===== config.mk =====
export PLATFORM = sky130hd
export DESIGN_NAME = axs_supervisor
export DESIGN_NICKNAME = d
export VERILOG_FILES = /design/src/axs_supervisor_tail.sv /design/src/axs_pkg.sv /design/src/axs_cmp_if.sv /design/src/axs_cmp.sv /design/src/axs_supervisor.sv
export VERILOG_INCLUDE_DIRS = /design/src
export SDC_FILE = /design/constraint.sdc
export NUM_CORES = 1
export LEC_CHECK = 0
export BUFFER_PORTS_ARGS = -buffer_cell sky130_fd_sc_hd__buf_2
export CORE_AREA = 2 2 301 184
export CTS_CLUSTER_DIAMETER = 200
export DETAILED_ROUTE_END_ITERATION = 10
export DIE_AREA = 0 0 303 186
export PLACE_DENSITY_LB_ADDON = 0.15
export REMOVE_ABC_BUFFERS = 1
export SETUP_SLACK_MARGIN = 0.15
export SLEW_MARGIN = 20
export SYNTH_ARGS = -nofsm -noshare
export SYNTH_HDL_FRONTEND = slang
export SYNTH_HIERARCHICAL = 1
export SYNTH_SLANG_ARGS = --single-unit

===== constraint.sdc =====
create_clock -name mclk -period 9.9 [get_ports mclk]
set_clock_uncertainty 0.05 [all_clocks]
set_input_delay 0.495 -clock mclk [delete_from_list [all_inputs] [get_ports mclk]]
set_output_delay 0.495 -clock mclk [all_outputs]
set_load 0.01 [all_outputs]

===== src/axs_map.svh =====
// constants of the axis supervisor: sizes and timing figures
`ifndef AXS_MAP_SVH
`define AXS_MAP_SVH
`define AXS_NAXIS 4
`define AXS_NCMP 2
`define AXS_POS_W 32
`define AXS_SRC_W 2
`define AXS_CNT_W 16
`define AXS_NSENSE 8
`define AXS_CLK_NS 25
`define AXS_ERC_NS 10000
`define AXS_FCLR_NS 10000
`define AXS_TRIG_NS 1000
`define AXS_RST_VAL 1'b0
`endif


===== src/axs_supervisor_tail.sv =====
// spare source of the axis supervisor; holds no logic
`timescale 1ns/10ps
`default_nettype none
`default_nettype wire


===== src/axs_pkg.sv =====
// types shared by the axis supervisor files
`include "axs_map.svh"
package axs_pkg;
    typedef logic [`AXS_SRC_W-1:0] axs_src_t;
    typedef logic [`AXS_POS_W-1:0] axs_pos_t;
    typedef logic [`AXS_CNT_W-1:0] axs_cnt_t;
endpackage


===== src/axs_cmp_if.sv =====
// carrier between supervisor core and one position comparator
`timescale 1ns/10ps
`default_nettype none
interface axs_cmp_if;
    import axs_pkg::*;
    logic enable;
    axs_pos_t target;
    axs_pos_t position;
    logic match;
    modport chan (input enable, input target, input position, output match);
    modport core (output enable, output target, output position, input match);
endinterface
`default_nettype wire


===== src/axs_cmp.sv =====
// one position comparator channel
`timescale 1ns/10ps
`default_nettype none
`include "axs_map.svh"
module axs_cmp
    import axs_pkg::*;
(
    input wire logic mclk,
    input wire logic rst_n,
    axs_cmp_if.chan cif
);
    logic eq_w;
    logic was_eq_q;
    logic match_q;

    // equality on the selected position
    assign eq_w = (cif.position == cif.target);
    assign cif.match = match_q;

    // pulse on arrival only, so a parked axis gives one trigger not a stream
    always_ff @(posedge mclk or negedge rst_n)
    begin
        if (!rst_n)
        begin
            was_eq_q <= `AXS_RST_VAL;
            match_q <= `AXS_RST_VAL;
        end
        else
        begin
            was_eq_q <= eq_w;
            match_q <= cif.enable & eq_w & ~was_eq_q;
        end
    end

    AST_CMP_CAUSE: assert property (@(posedge mclk) disable iff (!rst_n)
        match_q |-> $past(eq_w && cif.enable && !was_eq_q))
        else $error("compare pulse without a new match");
    AST_CMP_SINGLE: assert property (@(posedge mclk) disable iff (!rst_n)
        match_q |=> !match_q)
        else $error("compare pulse longer than one cycle");
endmodule
`default_nettype wire


===== src/axs_supervisor.sv =====
// four-axis sensor, servo drive and position compare supervision
// What this block does
// - emergency stop active halts pulse generation on all axes, protected state.
// - no axis may run until emergency stop is inactive again.
// - active end limit stops that axis's motion toward the limit.
// - end limit trigger pulses that axis's error-counter-clear output.
// - hardware emergency stop trigger pulses all error-counter-clear outputs.
// - software emergency stop command pulses all error-counter-clear outputs too.
// - software force command holds an axis's error-counter-clear output active.
// - passing the slow-down sensor switches the axis to deceleration speed.
// - slow-down sensor acts only when software enabled slow-down for the axis.
// - compare output pulses when selected axis position equals programmed value.
// - two independent position comparators, channel 0 and channel 1.
// - one servo-on output per axis enabling or disabling the drive.
// - one alarm-clear output per axis resets the drive's alarm.
// - each of four axes has one software-driven general output.
`timescale 1ns/10ps
`default_nettype none
`include "axs_map.svh"
module axs_supervisor
    import axs_pkg::*;
#(
    parameter int NAXIS = `AXS_NAXIS,
    parameter int NCMP = `AXS_NCMP,
    parameter int ERC_NS = `AXS_ERC_NS,
    parameter int FCLR_NS = `AXS_FCLR_NS,
    parameter int TRIG_NS = `AXS_TRIG_NS
)(
    input wire logic mclk,
    input wire logic arst_n,
    input wire logic estop_in,
    input wire logic [NAXIS-1:0] plus_end_limit_in,
    input wire logic [NAXIS-1:0] minus_end_limit_in,
    input wire logic [NAXIS-1:0] home_sensor_in,
    input wire logic [NAXIS-1:0] slowdown_sensor_in,
    input wire logic [NAXIS-1:0] drive_fault_in,
    input wire logic [NAXIS-1:0] drive_ready_in,
    input wire logic [NAXIS-1:0] drive_in_position_in,
    input wire logic [NAXIS-1:0] axis_gp_in,
    input wire logic sw_estop_cmd,
    input wire logic sw_estop_release,
    input wire logic [NAXIS-1:0] erc_force_on,
    input wire logic [NAXIS-1:0] slowdown_enable,
    input wire logic [NAXIS-1:0] drive_enable_cmd,
    input wire logic [NAXIS-1:0] fault_reset_cmd,
    input wire logic [NAXIS-1:0] gp_out_cmd,
    input wire logic [NAXIS-1:0] axis_dir_in,
    input wire logic [NAXIS-1:0] axis_busy_in,
    input wire logic [NAXIS-1:0][`AXS_POS_W-1:0] axis_position,
    input wire logic [NCMP-1:0] cmp_enable,
    input wire logic [NCMP-1:0][`AXS_SRC_W-1:0] cmp_src,
    input wire logic [NCMP-1:0][`AXS_POS_W-1:0] cmp_target,
    output logic [NAXIS-1:0] axis_run_permit,
    output logic [NAXIS-1:0] axis_slow_sel,
    output logic [NAXIS-1:0] drive_enable_out,
    output logic [NAXIS-1:0] drive_fault_reset_out,
    output logic [NAXIS-1:0] drive_err_clear_out,
    output logic [NAXIS-1:0] axis_gp_out,
    output logic [NCMP-1:0] position_match_pulse,
    output logic match_trigger_out,
    output logic sw_estop_sts,
    output logic estop_sts,
    output logic [NAXIS-1:0] plus_limit_sts,
    output logic [NAXIS-1:0] minus_limit_sts,
    output logic [NAXIS-1:0] home_sts,
    output logic [NAXIS-1:0] slowdown_sts,
    output logic [NAXIS-1:0] drive_fault_sts,
    output logic [NAXIS-1:0] drive_ready_sts,
    output logic [NAXIS-1:0] drive_in_position_sts,
    output logic [NAXIS-1:0] axis_gp_in_sts
);
    localparam int SW = `AXS_NSENSE * NAXIS + 1;
    // least times, rounded up to whole cycles
    localparam int ERC_CYC = (ERC_NS + `AXS_CLK_NS - 1) / `AXS_CLK_NS;
    localparam int FCLR_CYC = (FCLR_NS + `AXS_CLK_NS - 1) / `AXS_CLK_NS;
    localparam int TRIG_CYC = (TRIG_NS + `AXS_CLK_NS - 1) / `AXS_CLK_NS;
    localparam axs_cnt_t ERC_LD = `AXS_CNT_W'(ERC_CYC);
    localparam axs_cnt_t FCLR_LD = `AXS_CNT_W'(FCLR_CYC);
    localparam axs_cnt_t TRIG_LD = `AXS_CNT_W'(TRIG_CYC);

    // slice k of a packed sensor vector
    function automatic logic [NAXIS-1:0] fld(input logic [SW-1:0] v, input int k);
        return v[k*NAXIS +: NAXIS];
    endfunction

    // pulse stretcher step: reload on trigger, else count down to zero
    function automatic axs_cnt_t stretch(input logic trig, input axs_cnt_t cnt,
                                         input axs_cnt_t ld);
        if (trig)
            return ld;
        else if (cnt != '0)
            return cnt - `AXS_CNT_W'(1);
        else
            return '0;
    endfunction

    logic rst_m_q;
    logic rst_n;
    logic [SW-1:0] raw_w;
    logic [SW-1:0] meta_q;
    logic [SW-1:0] sync_q;
    logic [SW-1:0] prev_q;
    logic estop_s;
    logic estop_rise;
    logic [NAXIS-1:0] lim_p_s;
    logic [NAXIS-1:0] lim_m_s;
    logic [NAXIS-1:0] lim_rise;
    logic [NAXIS-1:0] slow_s;
    logic [NAXIS-1:0] slow_rise;
    logic [NAXIS-1:0] fault_s;
    logic [NAXIS-1:0] dir_block;
    logic [NAXIS-1:0] erc_trig;
    logic halt_all;
    logic sw_estop_q;
    logic sw_estop_d;
    logic [NAXIS-1:0] permit_q;
    logic [NAXIS-1:0] permit_d;
    logic [NAXIS-1:0] slow_q;
    logic [NAXIS-1:0] slow_d;
    logic [NAXIS-1:0] servo_on_q;
    logic [NAXIS-1:0] erc_q;
    logic [NAXIS-1:0] fclr_q;
    logic [NAXIS-1:0] gpo_q;
    logic [NCMP-1:0] match_w;
    logic trig_q;
    axs_cnt_t trig_cnt_q;
    axs_cnt_t trig_cnt_d;

    // reset release through two flops; assertion is still immediate
    always_ff @(posedge mclk or negedge arst_n)
    begin
        if (!arst_n)
        begin
            rst_m_q <= 1'b0;
            rst_n <= 1'b0;
        end
        else
        begin
            rst_m_q <= 1'b1;
            rst_n <= rst_m_q;
        end
    end

    // all field inputs gathered for one synchroniser bank
    assign raw_w = {estop_in, plus_end_limit_in, minus_end_limit_in, home_sensor_in,
                    slowdown_sensor_in, drive_fault_in, drive_ready_in,
                    drive_in_position_in, axis_gp_in};

    // meta_q feeds only sync_q; edges are taken between sync_q and prev_q
    always_ff @(posedge mclk or negedge rst_n)
    begin
        if (!rst_n)
        begin
            meta_q <= '0;
            sync_q <= '0;
            prev_q <= '0;
        end
        else
        begin
            meta_q <= raw_w;
            sync_q <= meta_q;
            prev_q <= sync_q;
        end
    end

    // decoded sensor levels and edges
    assign estop_s = sync_q[SW-1];
    assign estop_rise = sync_q[SW-1] & ~prev_q[SW-1];
    assign lim_p_s = fld(sync_q, 7);
    assign lim_m_s = fld(sync_q, 6);
    assign slow_s = fld(sync_q, 4);
    assign fault_s = fld(sync_q, 3);
    assign lim_rise = (lim_p_s & ~fld(prev_q, 7)) | (lim_m_s & ~fld(prev_q, 6));
    assign slow_rise = slow_s & ~fld(prev_q, 4);

    // status outputs are the synchroniser's second stage
    assign estop_sts = estop_s;
    assign plus_limit_sts = lim_p_s;
    assign minus_limit_sts = lim_m_s;
    assign home_sts = fld(sync_q, 5);
    assign slowdown_sts = slow_s;
    assign drive_fault_sts = fault_s;
    assign drive_ready_sts = fld(sync_q, 2);
    assign drive_in_position_sts = fld(sync_q, 1);
    assign axis_gp_in_sts = fld(sync_q, 0);

    // software stop latch; a command in the release cycle wins
    assign sw_estop_d = sw_estop_cmd | (sw_estop_q & ~sw_estop_release);
    assign halt_all = estop_s | sw_estop_q;

    // motion permit: only the direction into a limit is blocked, so backing out works
    assign dir_block = (axis_dir_in & lim_p_s) | (~axis_dir_in & lim_m_s);
    assign permit_d = ~{NAXIS{halt_all}} & ~dir_block & ~fault_s;

    // slow-down latch held while the axis stays busy and the function enabled
    assign slow_d = slowdown_enable & axis_busy_in & (slow_q | slow_rise);

    // error clear triggers: own limit edge, hardware stop edge, software stop
    assign erc_trig = lim_rise | {NAXIS{estop_rise | sw_estop_cmd}};

    always_ff @(posedge mclk or negedge rst_n)
    begin
        if (!rst_n)
        begin
            sw_estop_q <= 1'b0;
            permit_q <= '0;
            slow_q <= '0;
            servo_on_q <= '0;
            gpo_q <= '0;
        end
        else
        begin
            sw_estop_q <= sw_estop_d;
            permit_q <= permit_d;
            slow_q <= slow_d;
            servo_on_q <= drive_enable_cmd & ~{NAXIS{halt_all}};
            gpo_q <= gp_out_cmd;
        end
    end

    // per-axis stretched pulses toward the drive
    for (genvar i = 0; i < NAXIS; i++)
    begin : g_axis
        axs_cnt_t erc_cnt_q;
        axs_cnt_t erc_cnt_d;
        axs_cnt_t fclr_cnt_q;
        axs_cnt_t fclr_cnt_d;
        assign erc_cnt_d = stretch(erc_trig[i], erc_cnt_q, ERC_LD);
        assign fclr_cnt_d = stretch(fault_reset_cmd[i], fclr_cnt_q, FCLR_LD);
        always_ff @(posedge mclk or negedge rst_n)
        begin
            if (!rst_n)
            begin
                erc_cnt_q <= '0;
                fclr_cnt_q <= '0;
                erc_q[i] <= 1'b0;
                fclr_q[i] <= 1'b0;
            end
            else
            begin
                erc_cnt_q <= erc_cnt_d;
                fclr_cnt_q <= fclr_cnt_d;
                erc_q[i] <= erc_force_on[i] | (erc_cnt_d != '0);
                fclr_q[i] <= fclr_cnt_d != '0;
            end
        end
    end

    // two comparator channels, each with its own source axis
    for (genvar c = 0; c < NCMP; c++)
    begin : g_cmp
        axs_cmp_if cif ();
        assign cif.enable = cmp_enable[c];
        assign cif.target = cmp_target[c];
        assign cif.position = axis_position[cmp_src[c]];
        assign match_w[c] = cif.match;
        axs_cmp u_cmp (
            .mclk (mclk),
            .rst_n (rst_n),
            .cif (cif)
        );
    end

    // shared trigger pin stretched so slow cameras see it
    assign trig_cnt_d = stretch(|match_w, trig_cnt_q, TRIG_LD);
    always_ff @(posedge mclk or negedge rst_n)
    begin
        if (!rst_n)
        begin
            trig_cnt_q <= '0;
            trig_q <= 1'b0;
        end
        else
        begin
            trig_cnt_q <= trig_cnt_d;
            trig_q <= trig_cnt_d != '0;
        end
    end

    assign axis_run_permit = permit_q;
    assign axis_slow_sel = slow_q;
    assign drive_enable_out = servo_on_q;
    assign drive_fault_reset_out = fclr_q;
    assign drive_err_clear_out = erc_q;
    assign axis_gp_out = gpo_q;
    assign position_match_pulse = match_w;
    assign match_trigger_out = trig_q;
    assign sw_estop_sts = sw_estop_q;

    AST_ESTOP_HALT: assert property (@(posedge mclk) disable iff (!rst_n)
        estop_s |=> (permit_q == '0) && (servo_on_q == '0))
        else $error("axes not halted under emergency stop");
    AST_ESTOP_REFUSE: assert property (@(posedge mclk) disable iff (!rst_n)
        (permit_q != '0) |-> $past(!estop_s && !sw_estop_q))
        else $error("motion permitted during emergency stop");
    AST_LIMIT_STOP: assert property (@(posedge mclk) disable iff (!rst_n)
        (lim_p_s[0] && axis_dir_in[0]) |=> !permit_q[0])
        else $error("axis 0 permitted into plus limit");
    AST_ERC_LIMIT: assert property (@(posedge mclk) disable iff (!rst_n)
        lim_rise[1] |=> erc_q[1] [*8])
        else $error("limit edge gave no error clear pulse");
    AST_ERC_ESTOP: assert property (@(posedge mclk) disable iff (!rst_n)
        estop_rise |=> (erc_q == '1) [*4])
        else $error("hardware stop gave no error clear");
    AST_ERC_SW: assert property (@(posedge mclk) disable iff (!rst_n)
        sw_estop_cmd |=> (erc_q == '1) && sw_estop_q)
        else $error("software stop gave no error clear");
    AST_ERC_FORCE: assert property (@(posedge mclk) disable iff (!rst_n)
        erc_force_on[2] |=> erc_q[2])
        else $error("forced error clear not driven");
    AST_SLOW_GATE: assert property (@(posedge mclk) disable iff (!rst_n)
        slow_q[0] |-> $past(slowdown_enable[0]))
        else $error("slow-down acted while disabled");
    AST_SLOW_SET: assert property (@(posedge mclk) disable iff (!rst_n)
        (slowdown_enable[3] && axis_busy_in[3] && slow_rise[3]) |=> slow_q[3])
        else $error("slow-down sensor ignored");
    AST_FAULT_CLEAR: assert property (@(posedge mclk) disable iff (!rst_n)
        fault_reset_cmd[3] |=> fclr_q[3] [*8])
        else $error("alarm clear pulse missing");
    AST_TRIG: assert property (@(posedge mclk) disable iff (!rst_n)
        (|match_w) |=> trig_q [*8])
        else $error("compare trigger pin not pulsed");
    AST_SERVO_ON: assert property (@(posedge mclk) disable iff (!rst_n)
        $rose(servo_on_q[1]) |-> $past(drive_enable_cmd[1] && !halt_all))
        else $error("servo-on without command");
endmodule
`default_nettype wire


==> impl_metrics.yaml, run 1 <==
outcome:
  status: "finished, violations left"
  violations: "design-rule violations"
yosys:
  syn_inst: 1213
  ys_ff_latch: 255
  async_flop_share_pct: 100.0
  avgSynthCellArea_um2: 10.97
  yosys_warnings: 6
  synth_area_leaders: "dfrtp_1, mux4_2, xor2_1"
  synth_area_leader_cell: "dfrtp_1"
  synth_cell_type_count: 71
  netlist_area_um2: 13300
  synth-edff-count: 0
  synth_top_flop_cell: "dfrtp_1"
  synth.top_cell.area_share_pct: 47.96
  seq_area_frac_synth_pct: 47.96
placement:
  dp_hpwl_mm: 29.67
  place_congestion: 0.8680
  port-buffer-count: 323
  placed_cells: 2212
  dpl_cell_area_um2: 15690
power_and_ir_drop:
  ir_drop_mv: 0.1232
  power.total_w: 0.002661
  power.density_nw_per_um2: 155.6
  p_leak_nw: 7.222
route:
  drt_iter0_drc: 487
  dr.pass1.iters: 10
  drc_errors: 12
  wl_mm: 38.74
  vias: 10530
  ant_nets: 0
  drt-vias-per-instance: 4.561
  wl_per_cell_um: 16.78
global_routing:
  antenna_found_initial: 12
  grt_max_degree: 132
  gr-usage-all-layers_pct: 13.62
  grt_pass1_wl_mm: 60.45
  grt_pass1_vias: 10480
  gr-total-overflow: 0
sta:
  period_needed_ns: 2.758
  holdWs_ns: 0.07193
  maxSlewHeadroom_pct: 30.18
  setup_viol_count_final: 0
  hold_viol: 0
  rsz0062_at_grt: "false"
  worst_pin_slew_ns: 1.040
  finalCritPeriodShare_pct: 27.86
  tns_ns: 0
  slew_violations: 0
  fmax_mhz: 362.5
final_layout:
  drive_gt1_share_pct: 29.22
  syn2layout_area_growth_pct: 28.57
  instances_no_fill: 2309
  fin_area_um2: 17110
  nNetsFinal: 1844
floorplan:
  die_y_um: 186
  rows: 66
  die_area_um2: 56360
  die_x_um: 303
  core-area_um2: 53590
  initial_utilization_pct: 24.82
  ios: 324
worst_setup_path:
  crit_required_ns: 10.29
  rr_worst_depth: 8
  path_class: "flip-flop to flip-flop"
  critical_path_arrival_ns: 3.15
  r2r_slack_ns: 7.14
  critPathMaxFanout: 8
  cp-start-kind: "flip-flop"
  rr_startpoint: "g_axis[3].fclr_cnt_q[0]$_DFF_PN0_"
  end_kind: "flip-flop"
  reg2reg_to: "drive_fault_reset_out[3]$_DFF_PN0_"
clock_tree:
  cts.path.max_buffers: 3
  cts_tree: "done"
  h-tree-depth: 1
  insertion_delay_ns: 0.58
  root_buffer: "clkbuf_16"
  path_clk_slew_ns: 0.06
  ctsHoldBuffers: 38
  cts.repair.resized: 0
  clock_sinks: 255
  cts_buffers: 29
  post_cts_buffers: 0
run:
  cap_viol_max_count: 0
worst_hold_path:
  whs_path_depth: 2
  worstHoldStart: "drive_enable_cmd[0]"
  hold_class: "primary input to flip-flop"
  whs_endpoint: "drive_enable_out[0]$_DFF_PN0_"
-- cell usage after synthesis (all sizes together), types with 6 or more instances --
library cell,n
nor3,46
nand4b,8
clkbuf,27
or4,12
xnor2,70
nor2,178
nand2,62
buf,14
nand2b,7
o31ai,13
a2111oi,8
nand4,14
dfrtp,255
xor2,97
nor4b,13
or3,20
o21bai,8
a21o,6
nand3,24
a21oi,33
nor3b,11
mux4,64
nor4,43
nor2b,10
ha,14
o21ai,31
inv,40
or2,14
-- area by class of cell --
type                    instances  area [um^2]
diodes                          7        17.52
clock buffers                  37        805.8
clock inverters                15        206.4
fillers                      5462        36490
inverters                      40        150.1
multi-input cells             877         6609
flip-flops and latches        255         6385
well taps                     714        893.4
repair buffers                364         2038
-- cells by family (layout without fill, tap and decap cells) --
| family | Yosys count | count (layout) | synth area share (%) |
|---|---|---|---|
| AO/OA/AOI/OAI | 139 | 139 | 6.922 |
| other | 1 | 8 | 0.02819 |
| flip-flops | 255 | 255 | 47.96 |
| AND/OR/NAND/NOR | 491 | 491 | 19.48 |
| multiplexers | 65 | 65 | 10.91 |
| XOR/XNOR | 167 | 167 | 10.99 |
| buffers and inverters | 81 | 456 | 2.389 |
| adder cells (fa/ha/maj) | 14 | 14 | 1.317 |
-- critical path, stage by stage, from the launching register on --
cell and delay (ns):
dfrtp_1 0.45, inv_1 0.11, ha_1 0.30, or3b_1 0.52
nor2_1 0.16, xor2_1 0.08, a2111oi_0 0.39, a31oi_1 0.14
or4_1 0.41
-- where the power goes --
part | total, W | switching (W) | internal [W] | leakage (nW)
Combinational | 0.000384 | 0.000200 | 0.000183 | 3.61
Clock | 0.00114 | 0.000456 | 0.000681 | 0.484
Sequential | 0.00114 | 0.0000525 | 0.00109 | 3.13
-- stage by stage --
step / setup WS [ns] / utilization [%]
3_3_place_gp: 6.628 / 29.27
3_5_place_dp: 6.583 / 29.27
5_1_grt: 6.929 / 31.90
4_1_cts: 7.054 / 31.86
2_1_floorplan: 2.217 / -
6_report: 7.142 / 31.92
-- state kept, by name, summed over array words and instances, names as in the netlist --
name	count
g_cmp.u_cmp/cif.match	2
rst_m_q	1
g_axis.fclr_cnt_q	64
meta_q	33
g_axis.erc_cnt_q	64
sw_estop_sts	1
drive_enable_out	4
drive_fault_reset_out	4
drive_err_clear_out	4
prev_q	13
axis_slow_sel	4
match_trigger_out	1
rst_n	1
trig_cnt_q	16
sync_q	33
axis_gp_out	4
axis_run_permit	4
g_cmp.u_cmp/was_eq_q	2
-- placed cells by master (no fill, tap or decap), drive strengths merged, types with 12 or more instances in the layout --
cell         count
a21oi           33
buf            326
clkbuf          37
dfrtp          255
dlygate4sd3     38
ha              14
inv             41
mux4            64
nand2           62
nand3           24
nand4           14
nor2           178
nor3            46
nor4            43
nor4b           13
o21ai           31
o31ai           13
or2             14
or3             20
or4             12
xnor2           70
xor2            97
-- how the worst max path moves through the flow --
stage	start	to	slack, ns	cells after the start
global placement	cmp_src[2]	g_cmp[1].u_cmp/cif.match$_DFF_PN0_	6.63	6
floorplan	rst_n$_DFF_PN0_	axis_gp_out[0]$_DFF_PN0_	2.22	0
finish	g_axis[3].fclr_cnt_q[0]$_DFF_PN0_	drive_fault_reset_out[3]$_DFF_PN0_	7.14	8
CTS	trig_cnt_q[9]$_DFF_PN0_	match_trigger_out$_DFF_PN0_	7.05	6
global route	g_axis[3].erc_cnt_q[0]$_DFF_PN0_	drive_err_clear_out[3]$_DFF_PN0_	6.93	6
detailed placement	cmp_src[2]	g_cmp[1].u_cmp/cif.match$_DFF_PN0_	6.58	6
-- metal layers --
metal / global-route usage (%) / part of all wire [%]
met1: 18.66 / 47
met5: 0 / 0.19
met3: 3.303 / 5.3
met4: 3.153 / 2.4
met2: 21.68 / 45
Power figures use the tool's default switching activity.
==> inputs of run 2 (changes only) <==
- clock period: 9.9 -> 2.3 ns (I/O delays scaled with it)
==> run 2 against run 1 <==
  * The flow finishes with violations (design-rule violations, negative setup slack)
  * Utilization increased by 4.7 points
  * Routed wire length grew 5.5%
  * Via count rose by 8.1%
  * Global-route usage up 0.46 points
  * Sequential cell count unchanged
  * Sequential power rose to 4.3 times the previous value
  * Hold slack worse by 0.028 ns
  * Critical endpoint is now drive_fault_reset_out[1]$_DFF_PN0_
==> impl_metrics.yaml, run 2 (synthesis results as in run 1) <==
sta:
  finalCritPeriodShare_pct: 102.9
  setup_viol_count_final: 1
  holdWs_ns: 0.04365
  rsz0062_at_grt: "true"
  tns_ns: -0.06655
  period_needed_ns: 2.367
  hold_viol: 0
  fmax_mhz: 422.6
  setup_slack_ns: -0.06655
  slew_violations: 0
run:
  cap_viol_max_count: 0
clock_tree:
  cts_buffers: 28
  insertion_delay_ns: 0.56
  cts.path.max_buffers: 3
  path_clk_slew_ns: 0.06
  cts_tree: "done"
  h-tree-depth: 1
  root_buffer: "clkbuf_16"
  clock_sinks: 255
worst_setup_path:
  critPathTopFamily: "simple AND/OR/NAND/NOR gates"
  path_depth: 7
  critPathMaxStageDelay_ns: 0.41
  path_class: "flip-flop to flip-flop"
  cp-start-kind: "flip-flop"
  cpMaxStageDelayCell: "or4b_1"
  critical_path_arrival_ns: 2.73
  crit_required_ns: 2.67
  cp-endpoint: "drive_fault_reset_out[1]$_DFF_PN0_"
  end_kind: "flip-flop"
  r2r_slack_ns: -0.07
  worst-path-buf-inv: 1
  worstPathCellList: "inv_2 -> ha_4 -> or4b_1 -> or4_1 -> and4bb_1 -> a32oi_1 -> or3_1"
  rr_worst_depth: 7
  critPathMaxFanout: 2
  worstSetupStartpoint: "g_axis[1].fclr_cnt_q[1]$_DFF_PN0_"
  reg2reg_to: "drive_fault_reset_out[1]$_DFF_PN0_"
  rr_startpoint: "g_axis[1].fclr_cnt_q[1]$_DFF_PN0_"
route:
  dr.pass1.iters: 8
  wl_per_cell_um: 16.22
  drc_errors: 8
  drt-vias-per-instance: 4.522
  ant_nets: 0
  drt_iter0_drc: 629
  vias: 11390
  wl_mm: 40.85
global_routing:
  antenna_found_initial: 4
  met3_usage_pct: 2.836
  grt_pass1_wl_mm: 63.28
  gr-usage-all-layers_pct: 14.09
  grt_max_degree: 67
  gr-usage-met2_pct: 22.37
  grt_pass1_vias: 11470
  gr-total-overflow: 0
  top_usage_layer: "met2"
  use_met1_pct: 19.83
outcome:
  status: "finished, violations left"
  violations: "design-rule violations, negative setup slack"
placement:
  dp_hpwl_mm: 30.97
  place_congestion: 0.8644
  port-buffer-count: 323
power_and_ir_drop:
  swShare_pct: 26.03
  ir_drop_mv: 0.4909
  power.density_nw_per_um2: 624.0
  p_clk_share_pct: 41.1
  power.internal_w: 0.009050
  power_frac_seq_pct: 39.9
  power_frac_comb_pct: 19.0
  p_leak_nw: 8.429
  p_sw_w: 0.003185
final_layout:
  drive_gt1_share_pct: 40.88
  final_cell_mix: "buf_2, dfrtp_1, buf_4"
  final_common_cell: "buf_2"
  utilization_pct: 36.59
  syn2layout_area_growth_pct: 47.38
  nNetsFinal: 2058
  largest_registers: "g_axis.erc_cnt_q: 64 flops, g_axis.fclr_cnt_q: 64 flops"
floorplan:
  die_x_um: 303
  rows: 66
  die_area_um2: 56360
  ios: 324
  core-area_um2: 53590
  initial_utilization_pct: 24.82
  die_y_um: 186
worst_hold_path:
  hold_class: "primary input to flip-flop"
run 2: stage by stage:
step	instances	area (um^2)	setup WS (ns)	power [W]
6_report	2518	19610	-0.06655	0.01224
5_1_grt	2518	19610	-0.1587	0.01291
4_1_cts	2496	19070	-0.08533	0.01236
3_5_place_dp	2362	16910	-0.1745	0.006926
3_3_place_gp	2362	16910	-0.1546	0.006930
2_1_floorplan	1172	13140	-5.383	0.005923
run 2: final cells by class:
type                    instances  area (um^2)
diodes                          1        2.502
clock buffers                  35        767.0
clock inverters                17        276.5
fillers                      5326        33990
inverters                      40        152.6
multi-input cells             877         7187
flip-flops and latches        255         6386
well taps                     714        893.4
repair buffers                579         3943
run 2: worst min path at each step:
stage	end	cells after the start	from
2_1_floorplan	rst_m_q$_DFF_PN0_	0	arst_n
3_5_place_dp	rst_m_q$_DFF_PN0_	1	arst_n
6_report	g_cmp[0].u_cmp/was_eq_q$_DFF_PN0_	5	cmp_target[27]
3_3_place_gp	rst_m_q$_DFF_PN0_	1	arst_n
5_1_grt	g_cmp[1].u_cmp/was_eq_q$_DFF_PN0_	5	cmp_target[55]
4_1_cts	g_cmp[1].u_cmp/was_eq_q$_DFF_PN0_	5	cmp_target[55]
run 2: layer usage:
layer | part of all wire [%] | vias to the layer above
li1 | - | 5525
met1 | 47 | 5483
met2 | 45 | 325
met3 | 5.7 | 54
met4 | 2.3 | 0
met5 | 0 | -
run 2: worst register-to-register path, delay by kind of cell, from the launching register on:
family	cells	cell delay, ns
AO/OA/AOI/OAI	1	0.10
AND/OR/NAND/NOR	4	1.41
flip-flops	1	0.36
buffers and inverters	1	0.06
adder cells (fa/ha/maj)	1	0.26
run 2: what timing repair did:
| action | in CTS | in global routing |
|---|---|---|
| buffers inserted | 9 | 19 |
| gates resized for setup | 67 | 73 |
| hold endpoints to repair | 96 | 0 |
| endpoints found under the setup margin | 28 | 49 |
| hold buffers | 72 | 0 |
| pin swaps | 25 | 17 |
| cloned | 1 | 2 |
run 2: power by group through the flow:
stage	registers (W)	clock network (W)	logic (W)
2_1_floorplan	0.00500	0	0.000918
3_5_place_dp	0.00493	0	0.00200
4_1_cts	0.00487	0.00524	0.00225
3_3_place_gp	0.00493	0	0.00200
5_1_grt	0.00490	0.00545	0.00256
6_report	0.00488	0.00503	0.00233
